**config.mk**
```make
export PLATFORM = sky130hd
export DESIGN_NAME = tcs_top
export DESIGN_NICKNAME = d
export VERILOG_FILES = /design/src/core/tcs_top.v
export VERILOG_INCLUDE_DIRS = /design/src /design/src/core
export SDC_FILE = /design/constraint.sdc
export NUM_CORES = 1
export LEC_CHECK = 0
export BUFFER_PORTS_ARGS = -buffer_cell sky130_fd_sc_hd__buf_4
export CAP_MARGIN = 15
export CORE_AREA = 2 2 249 251
export CTS_CLUSTER_DIAMETER = 40
export DETAILED_ROUTE_END_ITERATION = 16
export DIE_AREA = 0 0 251 253
export SLEW_MARGIN = 10
export SYNTH_ARGS = -nofsm -noshare
export SYNTH_HDL_FRONTEND = slang
export SYNTH_SLANG_ARGS = --single-unit
```
**constraint.sdc**
```tcl
create_clock -name i_clk -period 3 [get_ports i_clk]
set_clock_uncertainty 0.2 [all_clocks]
set_input_delay 0.3 -clock i_clk [delete_from_list [all_inputs] [get_ports i_clk]]
set_output_delay 0.3 -clock i_clk [all_outputs]
set_load 0.005 [all_outputs]
```
**src/core/tcs_map.vh**
```
// Purpose: Constants for the timecode select, monitor and mute block.
// Assumes: Clock of 10 MHz; timecode words are 32-bit running counts.
// Notes:   Included by bare name; definitions only.
`ifndef TCS_MAP_VH
`define TCS_MAP_VH

// ****************************************
// Timing
// ****************************************
`define TCS_CLK_KHZ     10000
`define TCS_FRAME_US    40000
`define TCS_FRAME_CYC   ((`TCS_FRAME_US * `TCS_CLK_KHZ) / 1000)

// ****************************************
// Linear timecode input source codes
// ****************************************
`define TCS_SRC_COM1    5'h00
`define TCS_SRC_COM2    5'h01
`define TCS_SRC_AUD1    5'h02
`define TCS_SRC_AUD16   5'h11

// ****************************************
// Priority slot codes and field layout
// ****************************************
`define TCS_PRI_W       3
`define TCS_PRI_LTC     3'h4
`define TCS_NSRC        5
`define TCS_NFMT        4

// ****************************************
// Reset values
// ****************************************
`define TCS_TC_RST      32'h0000_0000
`define TCS_LINE_RST    11'h000

`endif

```
**src/core/tcs_top.v**
```verilog
// Purpose: Monitors four timecode formats and one linear timecode input,
//          picks a source by four priority slots, drives serial and audio
//          timecode outputs and strips incoming timecode packets.
// Assumes: All inputs come from logic on i_clk, so none are synchronised.
// Notes:   Timecode words are treated as opaque 32-bit running counts.
//          FRAME_CYC must fit in CNT_W bits.
`timescale 1ns/1ns
`default_nettype none
`include "tcs_map.vh"

module tcs_top #(
  parameter FRAME_CYC = `TCS_FRAME_CYC,
  parameter CNT_W     = 20
) (
  // Clock and reset
  input  wire         i_clk,
  input  wire         i_resetn,
  // Monitored formats, four 32-bit words and four 11-bit lines
  input  wire [3:0]   i_fmt_valid,
  input  wire [127:0] i_fmt_tc,
  input  wire [43:0]  i_fmt_line,
  // Serial port timecode words
  input  wire         i_com1_valid,
  input  wire [31:0]  i_com1_tc,
  input  wire         i_com1_is_ltc,
  input  wire         i_com2_valid,
  input  wire [31:0]  i_com2_tc,
  input  wire         i_com2_is_ltc,
  // Audio timecode words tagged by channel, 0 for channel 1
  input  wire         i_aud_valid,
  input  wire [3:0]   i_aud_ch,
  input  wire [31:0]  i_aud_tc,
  // Configuration
  input  wire [4:0]   i_ltc_src,
  input  wire [11:0]  i_prio,
  input  wire         i_mute_en,
  input  wire         i_pkt_rm_en,
  input  wire [1:0]   i_ins_fmt,
  input  wire         i_frame_tick,
  // Input video
  input  wire         i_vid_valid,
  input  wire [9:0]   i_vid_data,
  input  wire         i_vid_atc,
  // Format status
  output wire [3:0]   o_fmt_present,
  output wire [127:0] o_fmt_tc,
  output wire [43:0]  o_fmt_line,
  output wire         o_ltc_present,
  // Timecode outputs
  output wire [31:0]  o_rs485_tc,
  output wire [31:0]  o_aud_tc,
  output wire         o_aud_mute,
  output wire         o_tc_lost,
  output wire [2:0]   o_sel_src,
  output wire         o_ins_req,
  output wire [31:0]  o_ins_tc,
  output wire [1:0]   o_ins_fmt,
  // Output video
  output wire [3:0]   o_sdi_valid,
  output wire [39:0]  o_sdi_data
);

  // ****************************************
  // Priority pick
  // ****************************************
  // Slot 0 is scanned last, so it overrides every lower slot.
  function [3:0] tcs_pick;
    input [11:0] pri;
    input [4:0]  pres;
    integer      s;
    reg   [2:0]  c;
    begin
      tcs_pick = 4'h0;
      for (s = 3; s >= 0; s = s - 1) begin
        c = pri[3*s +: 3];
        if ((c <= `TCS_PRI_LTC) && pres[c]) begin
          tcs_pick = {1'b1, c};
        end
      end
    end
  endfunction

  // ****************************************
  // Storage
  // ****************************************
  reg [31:0]      tc_q   [0:3];
  reg [10:0]      line_q [0:3];
  reg [CNT_W-1:0] cnt_q  [0:3];
  reg [3:0]       fmt_pres_q;
  reg             ltc_pres_q;
  reg [31:0]      ltc_tc_q;
  reg [CNT_W-1:0] ltc_cnt_q;
  reg [31:0]      rs_q;
  reg [31:0]      aud_q;
  reg             mute_q;
  reg             lost_q;
  reg [2:0]       sel_q;
  reg             ins_q;
  reg [31:0]      ins_tc_q;
  reg [1:0]       ins_fmt_q;
  reg [3:0]       vld_q;
  reg [9:0]       dat_q;

  wire [4:0]  pres;
  wire [3:0]  pick;
  reg         ltc_acc;
  reg  [31:0] ltc_word;
  reg  [31:0] sel_tc;
  reg  [4:0]  aud_code;
  integer     k;

  // ****************************************
  // Frame timeout and free-run step
  // ****************************************
  // The limit is cut to CNT_W bits, so CNT_W must be wide enough to hold it.
  function tcs_expired;
    input [CNT_W-1:0] cnt;
    begin
      tcs_expired = (cnt == FRAME_CYC[CNT_W-1:0] - 1'b1);
    end
  endfunction

  function [CNT_W-1:0] tcs_count;
    input [CNT_W-1:0] cnt;
    begin
      tcs_count = cnt + 1'b1;
    end
  endfunction

  function [31:0] tcs_inc;
    input [31:0] tc;
    begin
      tcs_inc = tc + 32'h0000_0001;
    end
  endfunction

  // ****************************************
  // Linear timecode input selector
  // ****************************************
  // Codes above the last audio channel take no word at all.
  always @* begin
    ltc_acc  = 1'b0;
    ltc_word = i_aud_tc;
    aud_code = {1'b0, i_aud_ch} + `TCS_SRC_AUD1;
    if (i_ltc_src == `TCS_SRC_COM1) begin
      ltc_acc  = i_com1_valid & i_com1_is_ltc;
      ltc_word = i_com1_tc;
    end else if (i_ltc_src == `TCS_SRC_COM2) begin
      ltc_acc  = i_com2_valid & i_com2_is_ltc;
      ltc_word = i_com2_tc;
    end else if (i_ltc_src <= `TCS_SRC_AUD16) begin
      ltc_acc  = i_aud_valid & (aud_code == i_ltc_src);
    end
  end

  assign pres = {ltc_pres_q, fmt_pres_q};
  assign pick = tcs_pick(i_prio, pres);

  always @* begin
    if (pick[2:0] == `TCS_PRI_LTC) begin
      sel_tc = ltc_tc_q;
    end else begin
      sel_tc = tc_q[pick[1:0]];
    end
  end

  // ****************************************
  // Presence tracking
  // ****************************************
  // A new word wins over a timeout landing in the same cycle.
  always @(posedge i_clk or negedge i_resetn) begin
    if (!i_resetn) begin
      fmt_pres_q <= 4'h0;
      for (k = 0; k < `TCS_NFMT; k = k + 1) begin
        tc_q[k]   <= `TCS_TC_RST;
        line_q[k] <= `TCS_LINE_RST;
        cnt_q[k]  <= {CNT_W{1'b0}};
      end
    end else begin
      for (k = 0; k < `TCS_NFMT; k = k + 1) begin
        if (i_fmt_valid[k]) begin
          fmt_pres_q[k] <= 1'b1;
          cnt_q[k]      <= {CNT_W{1'b0}};
          tc_q[k]       <= i_fmt_tc[32*k +: 32];
          line_q[k]     <= i_fmt_line[11*k +: 11];
        end else if (fmt_pres_q[k]) begin
          if (tcs_expired(cnt_q[k])) begin
            fmt_pres_q[k] <= 1'b0;
            tc_q[k]       <= `TCS_TC_RST;
            line_q[k]     <= `TCS_LINE_RST;
            cnt_q[k]      <= {CNT_W{1'b0}};
          end else begin
            cnt_q[k] <= tcs_count(cnt_q[k]);
          end
        end
      end
    end
  end

  // The linear input has no line number, so it keeps its own register set.
  always @(posedge i_clk or negedge i_resetn) begin
    if (!i_resetn) begin
      ltc_pres_q <= 1'b0;
      ltc_tc_q   <= `TCS_TC_RST;
      ltc_cnt_q  <= {CNT_W{1'b0}};
    end else if (ltc_acc) begin
      ltc_pres_q <= 1'b1;
      ltc_tc_q   <= ltc_word;
      ltc_cnt_q  <= {CNT_W{1'b0}};
    end else if (ltc_pres_q) begin
      if (tcs_expired(ltc_cnt_q)) begin
        ltc_pres_q <= 1'b0;
        ltc_tc_q   <= `TCS_TC_RST;
        ltc_cnt_q  <= {CNT_W{1'b0}};
      end else begin
        ltc_cnt_q <= tcs_count(ltc_cnt_q);
      end
    end
  end

  // ****************************************
  // Output timecode, failover and mute
  // ****************************************
  // Timecode outputs move only on the frame tick so both stay frame aligned.
  always @(posedge i_clk or negedge i_resetn) begin
    if (!i_resetn) begin
      rs_q      <= `TCS_TC_RST;
      aud_q     <= `TCS_TC_RST;
      mute_q    <= 1'b0;
      lost_q    <= 1'b1;
      sel_q     <= 3'h0;
      ins_q     <= 1'b0;
      ins_tc_q  <= `TCS_TC_RST;
      ins_fmt_q <= 2'h0;
    end else begin
      ins_q <= 1'b0;
      if (i_frame_tick) begin
        lost_q <= ~pick[3];
        sel_q  <= pick[2:0];
        if (pick[3]) begin
          rs_q      <= sel_tc;
          aud_q     <= sel_tc;
          mute_q    <= 1'b0;
          ins_q     <= 1'b1;
          ins_tc_q  <= sel_tc;
          ins_fmt_q <= i_ins_fmt;
        end else if (i_mute_en) begin
          // A muted output requests no packet, so nothing stale is sent.
          mute_q <= 1'b1;
        end else begin
          rs_q      <= tcs_inc(rs_q);
          aud_q     <= tcs_inc(aud_q);
          mute_q    <= 1'b0;
          ins_q     <= 1'b1;
          ins_tc_q  <= tcs_inc(rs_q);
          ins_fmt_q <= i_ins_fmt;
        end
      end
    end
  end

  // ****************************************
  // Video path
  // ****************************************
  // One pipeline stage; removal drops words rather than blanking them.
  always @(posedge i_clk or negedge i_resetn) begin
    if (!i_resetn) begin
      vld_q <= 4'h0;
      dat_q <= 10'h000;
    end else begin
      vld_q <= {4{i_vid_valid & ~(i_pkt_rm_en & i_vid_atc)}};
      dat_q <= i_vid_data;
    end
  end

  assign o_fmt_present = fmt_pres_q;
  assign o_fmt_tc      = {tc_q[3], tc_q[2], tc_q[1], tc_q[0]};
  assign o_fmt_line    = {line_q[3], line_q[2], line_q[1], line_q[0]};
  assign o_ltc_present = ltc_pres_q;
  assign o_rs485_tc    = rs_q;
  assign o_aud_tc      = aud_q;
  assign o_aud_mute    = mute_q;
  assign o_tc_lost     = lost_q;
  assign o_sel_src     = sel_q;
  assign o_ins_req     = ins_q;
  assign o_ins_tc      = ins_tc_q;
  assign o_ins_fmt     = ins_fmt_q;
  assign o_sdi_valid   = vld_q;
  assign o_sdi_data    = {4{dat_q}};

endmodule
`default_nettype wire

```
* Word level (Yosys, flattened, before mapping)
Cells that the tools add are included.
** Storage, ports and cells
- Bits in registers :: 392
- Latch bits :: 0
- RAM bits :: 0
- ROM bits :: 0
- Input bits :: 317
- Output and inout port bits :: 325
- Memories :: 0
** Cells by class
- Add/sub/neg operators :: 8
- Multipliers :: 0
- Div/mod/pow operators :: 0
- Order comparisons :: 10
- Equality and inequality tests :: 9
- Shifts and indexed selects :: 0
- Multiplexer cells :: 89
- Bitwise operators :: 8
- Reduce and logical (&&, ||, !) cells :: 21
** Operators with widths (count)
- $mux W32 :: 24
- $mux W20 :: 15
- $mux W11 :: 12
- $add A20 B1 Y20 const B :: 5
- $eq A20 B19 Y1 const B :: 5
- $add A32 B1 Y32 const B :: 2
- $bmux W32 S2 :: 1
- $mux W1 :: 27
- $reduce_bool A2 Y1 :: 10
- $lt A3 B4 Y1 const B :: 4
- $mux W4 :: 4
- $bmux W1 S3 :: 4
- $le A3 B3 Y1 const B :: 4
- $reduce_and A2 Y1 :: 6
- $add A4 B2 Y5 const B :: 1
- $and A1 B1 Y1 :: 5
- $eq A5 B1 Y1 const B :: 1
- $eq A5 B5 Y1 :: 1
- $le A5 B5 Y1 const B :: 1
- $logic_not A5 Y1 :: 1
- $logic_and A1 B1 Y1 :: 4
- $mux W2 :: 2
- $eq A3 B3 Y1 const B :: 1
- $ge A3 B3 Y1 const B :: 1
- 3 further kinds :: 4

* Longest topological paths before layout
Gate-level depths: netlist (run 1).
- Depth after elaboration :: 13
- Mapped depth :: 12

* Worst setup path after synthesis (run 1)
No wires, ideal clock.
- Path type :: reg2reg
- Start point :: reg fmt_pres_q[0], in the netlist o_fmt_present[0]
- End point :: reg aud_q[3], in the netlist o_aud_tc[3]
- Arrival :: 2.577 ns
- Required time :: 2.645 ns
- Slack :: 0.068 ns
- Stages on the path, launching flop included :: 12
- Buffers on the path :: 3
- Clock period less this slack :: 2.932 ns
- Cell sequence :: dfrtp_1 buf_2 mux2_2 a32o_1 or2_1 a221oi_4 buf_6 buf_6 mux2i_1 nor2_1 a221oi_1 o311ai_0
** On the way
- Cells in the longest elaborated chain, start to end :: 13
- Elaborated cells on any way between the ends :: 25
- Those cells by class :: 2 x eq/ne; 17 x mux; 1 x bitwise; 5 x reduce/logical
** Ends and longest elaborated chain
- from (decl) :: line tcs_top.v:89 : reg [3:0] fmt_pres_q;
- from (signal assigned) :: line tcs_top.v:173 : fmt_pres_q <= 4'h0;
- from (signal, indexed assignment) :: line tcs_top.v:182 : fmt_pres_q[k] <= 1'b1;
- from (signal, indexed assignment) :: line tcs_top.v:188 : fmt_pres_q[k] <= 1'b0;
- $bmux W1 S3 :: line tcs_top.v:76 : if ((c <= `TCS_PRI_LTC) && pres[c]) begin
- $mux W1 (implied by the code) :: line tcs_top.v:76
- $logic_and A1 B1 Y1 :: line tcs_top.v:76
- $mux W4 (3 in series) :: line tcs_top.v:76
- $mux W4 * :: line tcs_top.v:76
- $not A2 Y3 (implied by the code) :: line tcs_top.v:163 : sel_tc = tc_q[pick[1:0]];
- $bmux W32 S2 :: line tcs_top.v:163
- $mux W32 (implied by the code) (2 in series) :: line tcs_top.v:163
- $mux W32 :: line tcs_top.v:160 : if (pick[2:0] == `TCS_PRI_LTC) begin
- $mux W32 :: line tcs_top.v:240 : if (pick[3]) begin
- to (signal assigned) :: line tcs_top.v:228 : aud_q <= `TCS_TC_RST;
- to (signal assigned) :: line tcs_top.v:242 : aud_q <= sel_tc;
- to (signal assigned) :: line tcs_top.v:252 : aud_q <= tcs_inc(aud_q);
- to (decl) :: line tcs_top.v:94 : reg [31:0] aud_q;
Every way passes the cells marked *; elsewhere a longest branch is shown, timed or not. The select of a mux whose other input is x is not followed.
A chain may end at the register's enable or synchronous reset.

* Worst setup path after layout (run 1)
- Start point :: reg fmt_pres_q[0], in the netlist o_fmt_present[0]
- End point :: reg aud_q[5], in the netlist o_aud_tc[5]
Same word-level chain as after synthesis.

==> metrics.md, run 1 <==
| Metric | Value |
|---|---|
| Status | finished with violations |
| Violations in the final reports | negative setup slack |
| DIE HEIGHT | 253 um |
| Ant. Diodes | 0 |
| VDD IR max | 444 uV |
| Mapped Cells | 1928 |
| FMAX | 319 MHz |
| DRT Pass-1 Iters | 5 |
| Grt total ovfl | 0 |
| Asr flop ratio synth | 100% |
| CP startpoint kind | register |
| Clk sinks | 392 |
| Post-synthesis sequential area ratio | 50.4% |
| Io pins | 642 |
| Final Power | 19.8 mW |
| Hold Path Class | primary input to register |
| Yosys cell types | 69 |
| Max cap viols | 0 |
| Synth Area in XOR/XNOR | 3.37% |
| CP cell instances | mux2_2 -> a32o_2 -> or2_4 -> a221oi_4 -> buf_12 -> buf_12 -> buf_12 -> mux2i_2 -> o32ai_2 -> a21oi_1 -> buf_4 -> o311ai_4 |
| Post-synth top flop | dfrtp_1 |
| Slowest stage delay, CP | 0.41 ns |
| Final number of max-transition violations | 0 |
| Simple-Gate Fraction of Synth Area | 15.7% |
| Detailed Route Iter0 Violations | 1663 |
| TritonCTS buffer count | 78 |
| Vias per cell | 5.26 |
| Slew margin rel. | 46.6% |
| Post-synthesis register bit count | 392 |
| CTS tree | built |
| Post-synth EDFFs | 0 |
| Static Leak | 14.7 nW |
| Area leader, netlist | dfrtp_1 |
| Mux cell area share after synthesis | 5.80% |
| Cell family with most CP delay | compound AO/OA/AOI/OAI gates |
| Worst path most repeated cell | buf_12 |
| Post-Place Worst Slack | -0.447 ns |
| Final Cycle Share | 104% |
| Antenna violations before repair | 1 |
| Final-report hold violation count | 0 |
| Slew @ Worst Pin | 0.801 ns |
| Syn Area/Cell | 10.1 um^2 |
| Tmin final | 3.13 ns |
| Worst setup EP type | register |
| Comb pwr share | 20.7% |
| Die area | 0.0635 mm^2 |
| Buffers on Ports | 641 |
| Max FO, Critical Path | 6 |
| Switch share | 29.5% |
| Synth Area in Compound Gates | 18.9% |
| Clock slew at reported path FFs | 0.05 ns |
| Worst path arrival time | 3.39 ns |
| Area Overhead vs Synth | 66.0% |
| Critical path class | register to register |
| Vias in the first global route | 20200 |
| Critical path required time | 3.25 ns |
| Global-route wire length before repair | 124000 um |
| Adder-cell share of the synthesized area | 0.514% |
| Power share of the clock group | 45.3% |
| Syn nets | 2253 |
| Ratio of cells with drive above 1 in the final layout | 37.0% |
| Nets | 3237 |
| WL per Instance | 22.3 um |
| GRT Util Overall | 25.6% |
| Warnings, synthesis | 0 |
| Via count | 19800 |
| H-tree Lvls | 3 |
| Mapped cell area | 0.0195 mm^2 |
| Worst-Skew Late Latency | 0.61 ns |
| Core area | 0.0610 mm^2 |
| CTS root buf | clkbuf_16 |
| Longest Clk Path Bufs | 3 |
| Drt total wl | 84000 um |
| Sw power | 5.85 mW |
| Largest family of logic cells by synthesized area | compound AO/OA/AOI/OAI gates |
| Worst setup margin | -0.134 ns |
| Fillcell total | 5378 |
| Seq pwr share | 34.0% |
| Pin count of the biggest net entering global routing | 75 |
| # rows | 91 |
| Die Wd | 251 um |
| Gpl congestion | 0.890 |
| Int Power | 14.0 mW |
| Pwr/cell area | 613 mW/mm^2 |
| Area fraction of the dominant cell type after synthesis | 50.3% |
| Unrepaired setup endpoints after global routing | true |
| TNS Setup | -2.30 ns |
| Dpl hpwl | 61200 um |
| Critical path buffers and inverters | 4 |
| Post-DRT Antenna Nets | 0 |
| CP max-delay cell | dfrtp_2 |
| DRC | 0 |
| Final setup vio count | 42 |
| Initial core utilization | 31.9% |
| Synth top area cells | dfrtp_1, a22o_1, mux2i_1 |
[layout by cell type (no fill, tap or decap), types with 11 or more instances in the layout]
cell and count:
nor3_1 21, xnor2_1 20, o21ai_0 105, inv_1 17
inv_6 16, and4_1 11, a21oi_1 77, nor4_1 11
clkbuf_16 80, nand3_1 60, buf_12 17, or2_2 15
nor2_1 189, a21oi_2 11, xor2_1 55, dlygate4sd3_1 279
nand2b_1 25, nand4_1 37, buf_6 14, a22o_1 173
and2_1 14, o311ai_1 19, and3_1 28, buf_4 758
mux2i_4 16, dfrtp_1 390, or3_1 11, mux2i_1 54
nand2_1 166, a21o_1 12, a211oi_2 12, mux2i_2 27
[worst reg2reg max path, delay by kind of cell, from the launching register on]
kind,cells,cell delay (ns)
compound gates,5,0.99
mux,2,0.50
buf+inv,4,0.61
simple gates,1,0.27
flops,1,0.41
[synth_stat cells (22+ instances only)]
library cell / number
and3_1: 28
nand2b_1: 25
clkbuf_1: 86
mux2i_1: 97
buf_4: 67
xor2_1: 55
o21ai_0: 107
nand4_1: 37
nor2_1: 194
nand3_1: 60
a21oi_1: 91
nand2_1: 169
nor3_1: 22
dfrtp_1: 391
a22o_1: 173
[path summary, 6_finish.rpt]
check	to	startpoint	depth (start not counted)	slack, ns
hold reg to reg	cnt_q[58]	cnt_q[58]	1	0.27
hold / removal	ltc_tc_q[23]	i_com1_tc[23]	5	0.01
setup reg to reg	o_aud_tc[5]	o_fmt_present[0]	12	-0.13
min in group asynchronous	o_aud_tc[15]	i_resetn	2	0.06
max in group asynchronous	cnt_q[9]	i_resetn	4	1.58
setup / recovery	o_aud_tc[5]	o_fmt_present[0]	12	-0.13
[what timing repair did]
action	in CTS	in global routing
gates cloned	2	1
hold buffers	279	0
endpoints found under the hold margin	471	0
pin swaps	16	30
endpoints found under the setup margin	57	74
setup buffers	12	10
gates resized for setup	101	92
[power groups by stage]
stage	Clock, mW	Sequential (mW)	Combinational (mW)
after detailed placement	0	6.74	3.37
after CTS	9.12	6.69	3.90
after floorplan	0	6.50	1.38
after global placement	0	6.74	3.31
after global routing	9.39	6.81	4.40
final	8.98	6.74	4.10
[flip-flops by register name (all words and copies together) (netlist names), 3 cells and up]
signal,cells
o_ins_tc,32
o_fmt_line,44
o_fmt_present,4
dat_q,10
cnt_q,80
o_sel_src,3
ltc_tc_q,32
ltc_cnt_q,20
o_fmt_tc,128
o_aud_tc,32
[metal layers]
layer	GRT usage, %	part of all wire [%]	vias to the layer above
li1	-	-	9000
met1	33.6	43	9780
met2	41.4	47	863
met3	5.44	6.9	154
met4	10.1	3.5	2
met5	0	0.012	-
[cells by family after synthesis]
logic type	count (synthesis)
simple gates	635
xor+xnor	75
fa+ha+maj	8
flops	392
mux	111
compound gates	515
buf+inv	192
[final cells by class]
class                   count  area [um^2]  share of cell area [%]
inverters                  18         67.6                   0.209
clock buffers              92         2130                    6.58
well taps                 790          988                    3.06
multi-input cells        1345         9580                    29.7
repair buffers           1077         9130                    28.3
flip-flops and latches    392         9810                    30.4
clock inverters            49          607                    1.88
[metrics by stage]
step / hold slack [ns] / area [um^2] / util, % / cells
after floorplan: -0.196 / 19500 / - / 1928
after global placement: 0.0857 / 25600 / 41.9 / 3322
after CTS: 0.00391 / 31700 / 52.0 / 3753
after detailed placement: 0.0871 / 25600 / 41.9 / 3322
after global routing: 0.0689 / 32300 / 52.9 / 3763
final: 0.0134 / 32300 / 52.9 / 3763
(Power assumes the default switching activity.)
==> run 2, diff against run 1 <==
--- a/config.mk
+++ b/config.mk
@@ -6,13 +6,16 @@
 export SDC_FILE = /design/constraint.sdc
 export NUM_CORES = 1
 export LEC_CHECK = 0
+export ABC_AREA = 1
 export BUFFER_PORTS_ARGS = -buffer_cell sky130_fd_sc_hd__buf_4
 export CAP_MARGIN = 15
-export CORE_AREA = 2 2 249 251
+export CORE_ASPECT_RATIO = 1.1
+export CORE_MARGIN = 2
+export CORE_UTILIZATION = 30
 export CTS_CLUSTER_DIAMETER = 40
 export DETAILED_ROUTE_END_ITERATION = 16
-export DIE_AREA = 0 0 251 253
 export SLEW_MARGIN = 10
 export SYNTH_ARGS = -nofsm -noshare
 export SYNTH_HDL_FRONTEND = slang
 export SYNTH_SLANG_ARGS = --single-unit
+export TNS_END_PERCENT = 5
==> run 2 against run 1 <==
The flow finishes with violations (negative hold slack). Via count increased by 16%. Worst setup slack improved by 0.36 ns. Register-to-register slack better by 0.36 ns. Critical endpoint is now ltc_tc_q[30]. Design area grew 1.4%. Clock power rose by 5.6%. Sequential power about the same. Critical path type unchanged. Cell count up 25%. Die area up 15%. First-iteration DRC count decreased by 0.54%. Highest routed layer unchanged.
==> metrics.md, run 2 <==
| Metric | Value |
|---|---|
| Worst setup EP type | register |
| Post-synthesis register bit count | 392 |
| Pwr/cell area | 633 mW/mm^2 |
| FMAX | 360 MHz |
| Longest Clk Path Bufs | 3 |
| Ratio of cells with drive above 1 in the final layout | 23.7% |
| TritonCTS buffer count | 79 |
| Buffers on Ports | 641 |
| Top-count cell post-synth | nand2_1 |
| Asr flop ratio synth | 100% |
| Core area | 0.0703 mm^2 |
| Worst reg2reg startpoint | ltc_cnt_q[0] |
| Max cap viols | 0 |
| DRC | 0 |
| Io pins | 642 |
| Grt total ovfl | 0 |
| Fin cells | 4700 |
| Final number of max-transition violations | 0 |
| CP cell instances | ha_1 -> nand3_1 -> nor4_1 -> and3_2 -> inv_1 -> nand2_1 -> nand2_2 -> buf_12 -> nand2_1 -> o21ai_1 -> dlygate4sd3_1 |
| Syn Area/Cell | 7.62 um^2 |
| Worst path most repeated cell | nand2_1 |
| Slowest stage delay, CP | 0.55 ns |
| Most frequent cells in the layout | buf_4, nand2_1, dfrtp_1, inv_1, dlygate4sd3_1 |
| Worst-Skew Late Latency | 0.62 ns |
| DRT Pass-1 Iters | 7 |
| Slew @ Worst Pin | 0.716 ns |
| Vias in the first global route | 23300 |
| TNS Setup | 0 ns |
| Post-DRT Antenna Nets | 0 |
| Worst setup margin | 0.226 ns |
| Final setup vio count | 0 |
| Vias per cell | 4.88 |
| CP max-delay cell | dlygate4sd3_1 |
| Max FO, Critical Path | 32 |
| Area Overhead vs Synth | 54.0% |
| Violations in the final reports | negative hold slack |
| Hold Path Class | primary input to register |
| Mapped Cells | 2790 |
| CTS root buf | clkbuf_16 |
| Clock slew at reported path FFs | 0.05 ns |
| Clk sinks | 392 |
| Area fraction of the dominant cell type after synthesis | 46.0% |
| H-tree Lvls | 3 |
| Detailed Route Iter0 Violations | 1654 |
| Hold slack | -0.0187 ns |
| Tmin final | 2.77 ns |
| Placed inst area | 0.0268 mm^2 |
| # rows | 102 |
| Worst path arrival time | 3.07 ns |
| Number of flip-flops in the largest register | 128 |
| WHS Path Cells | 4 |
| Post-Place Worst Slack | 0.249 ns |
| VDD IR max | 373 uV |
| Placed cells | 4242 |
| Reg-to-Reg End | ltc_tc_q[30] |
| Post-synthesis sequential area ratio | 46.1% |
| Final instance area | 0.0328 mm^2 |
| Initial core utilization | 30.3% |
| Die area | 0.0731 mm^2 |
| Die Wd | 258 um |
| Final-report hold violation count | 1 |
| Fillcell total | 6889 |
| Slew margin rel. | 51.8% |
| Pin count of the biggest net entering global routing | 67 |
| Unrepaired setup endpoints after global routing | true |
| Syn nets | 3115 |
| Worst R2R Path Depth | 11 |
| Final Cycle Share | 92.5% |
| Worst R2R Setup Slack | 0.23 ns |
| CTS tree | built |
| Post-synth EDFFs | 0 |
| CP startpoint kind | register |
| Final core utilization | 46.6% |
| Worst Setup EP | ltc_tc_q[30] |
| Synth top area cells | dfrtp_1, nand2_1, inv_1 |
| DIE HEIGHT | 283 um |
| Commonest non-fill, non-tap cell in the layout | buf_4 |
| Gpl congestion | 0.924 |
| Area leader, netlist | dfrtp_1 |
| Most frequent cells after synthesis | nand2_1, dfrtp_1, inv_1, nor2_1, nand3_1 |
| WL per Instance | 19.9 um |
| Nets | 4020 |
| Antenna violations before repair | 5 |
| Global-route wire length before repair | 142000 um |
| Min-Delay Startpoint | i_mute_en |
| Status | finished with violations |
| GRT Util Overall | 25.1% |
| Critical path required time | 3.30 ns |
| Static Leak | 15.9 nW |
| Yosys cell types | 51 |
| Mapped cell area | 0.0213 mm^2 |
| Drt total wl | 93700 um |
| Worst Setup SP | ltc_cnt_q[0] |
| Post-synth top flop | dfrtp_1 |
| Via count | 22900 |
| Critical path class | register to register |
| Warnings, synthesis | 0 |
| Dpl hpwl | 69200 um |
run 2: layout make-up:
class | count | area, um^2 | share of cell area [%]
Sequential cell | 392 | 9810 | 29.9
Clock buffer | 93 | 2130 | 6.51
Clock inverter | 53 | 709 | 2.17
Timing Repair Buffer | 1011 | 8540 | 26.1
Antenna cell | 4 | 10.0 | 0.0306
Inverter | 340 | 1290 | 3.94
Tap cell | 936 | 1170 | 3.57
Multi-Input combinational cell | 1871 | 9100 | 27.8
run 2: stage by stage:
stage	hold WS [ns]	power (mW)
after floorplan	-0.196	8.47
after detailed placement	0.104	10.8
final	-0.0187	20.7
after CTS	0.0146	20.9
after global routing	0.0148	21.7
after global placement	0.0984	10.8
run 2: worst min path at each step:
| stage | endpoint | slack (ns) |
|---|---|---|
| 2_1_floorplan | cnt_q[0] | -0.20 |
| 3_3_place_gp | o_ltc_present | 0.1 |
| 3_5_place_dp | o_ltc_present | 0.10 |
| 4_1_cts | o_fmt_present[1] | 0.01 |
| 5_1_grt | o_ins_req | 0.01 |
| 6_report | o_ins_req | -0.02 |
run 2: timing repair:
item / 4_1_cts / 5_1_grt
resized for setup: 0 / 7
buffers inserted: 0 / 4
setup endpoints to repair: 0 / 23
hold endpoints to repair: 592 / 0
hold buffers: 303 / 0
run 2: kinds of logic after synthesis:
| kind of cell | count (synthesis) | share of synthesized area [%] |
|---|---|---|
| AND/OR/NAND/NOR | 1260 | 25.4 |
| XOR/XNOR | 64 | 2.63 |
| AO/OA/AOI/OAI | 539 | 14.1 |
| adder cells (fa/ha/maj) | 8 | 0.471 |
| buffers and inverters | 527 | 11.3 |
| flip-flops | 392 | 46.1 |
run 2: per-layer routing:
layer / vias to the layer above / routed length (um) / GRT usage (%)
met3: 162 / 5290 / 4.08
met5: - / 16 / 0
met4: 2 / 3500 / 10.1
li1: 10900 / - / -
met2: 829 / 45800 / 42.9
met1: 11000 / 39200 / 31.6
run 2: critical path, delay by kind of cell, from the launching register on:
kind / cells / cell delay (ns)
AOI/OAI and AO/OA: 1 / 0.07
adders and majority gates: 1 / 0.24
buffers and inverters: 3 / 0.82
DFF: 1 / 0.34
and+or+nand+nor: 6 / 0.99
run 2: report_power, final:
part           switching [mW]  internal [mW]
logic                    2.40           2.15
registers               0.777           5.94
clock network            3.34           6.14
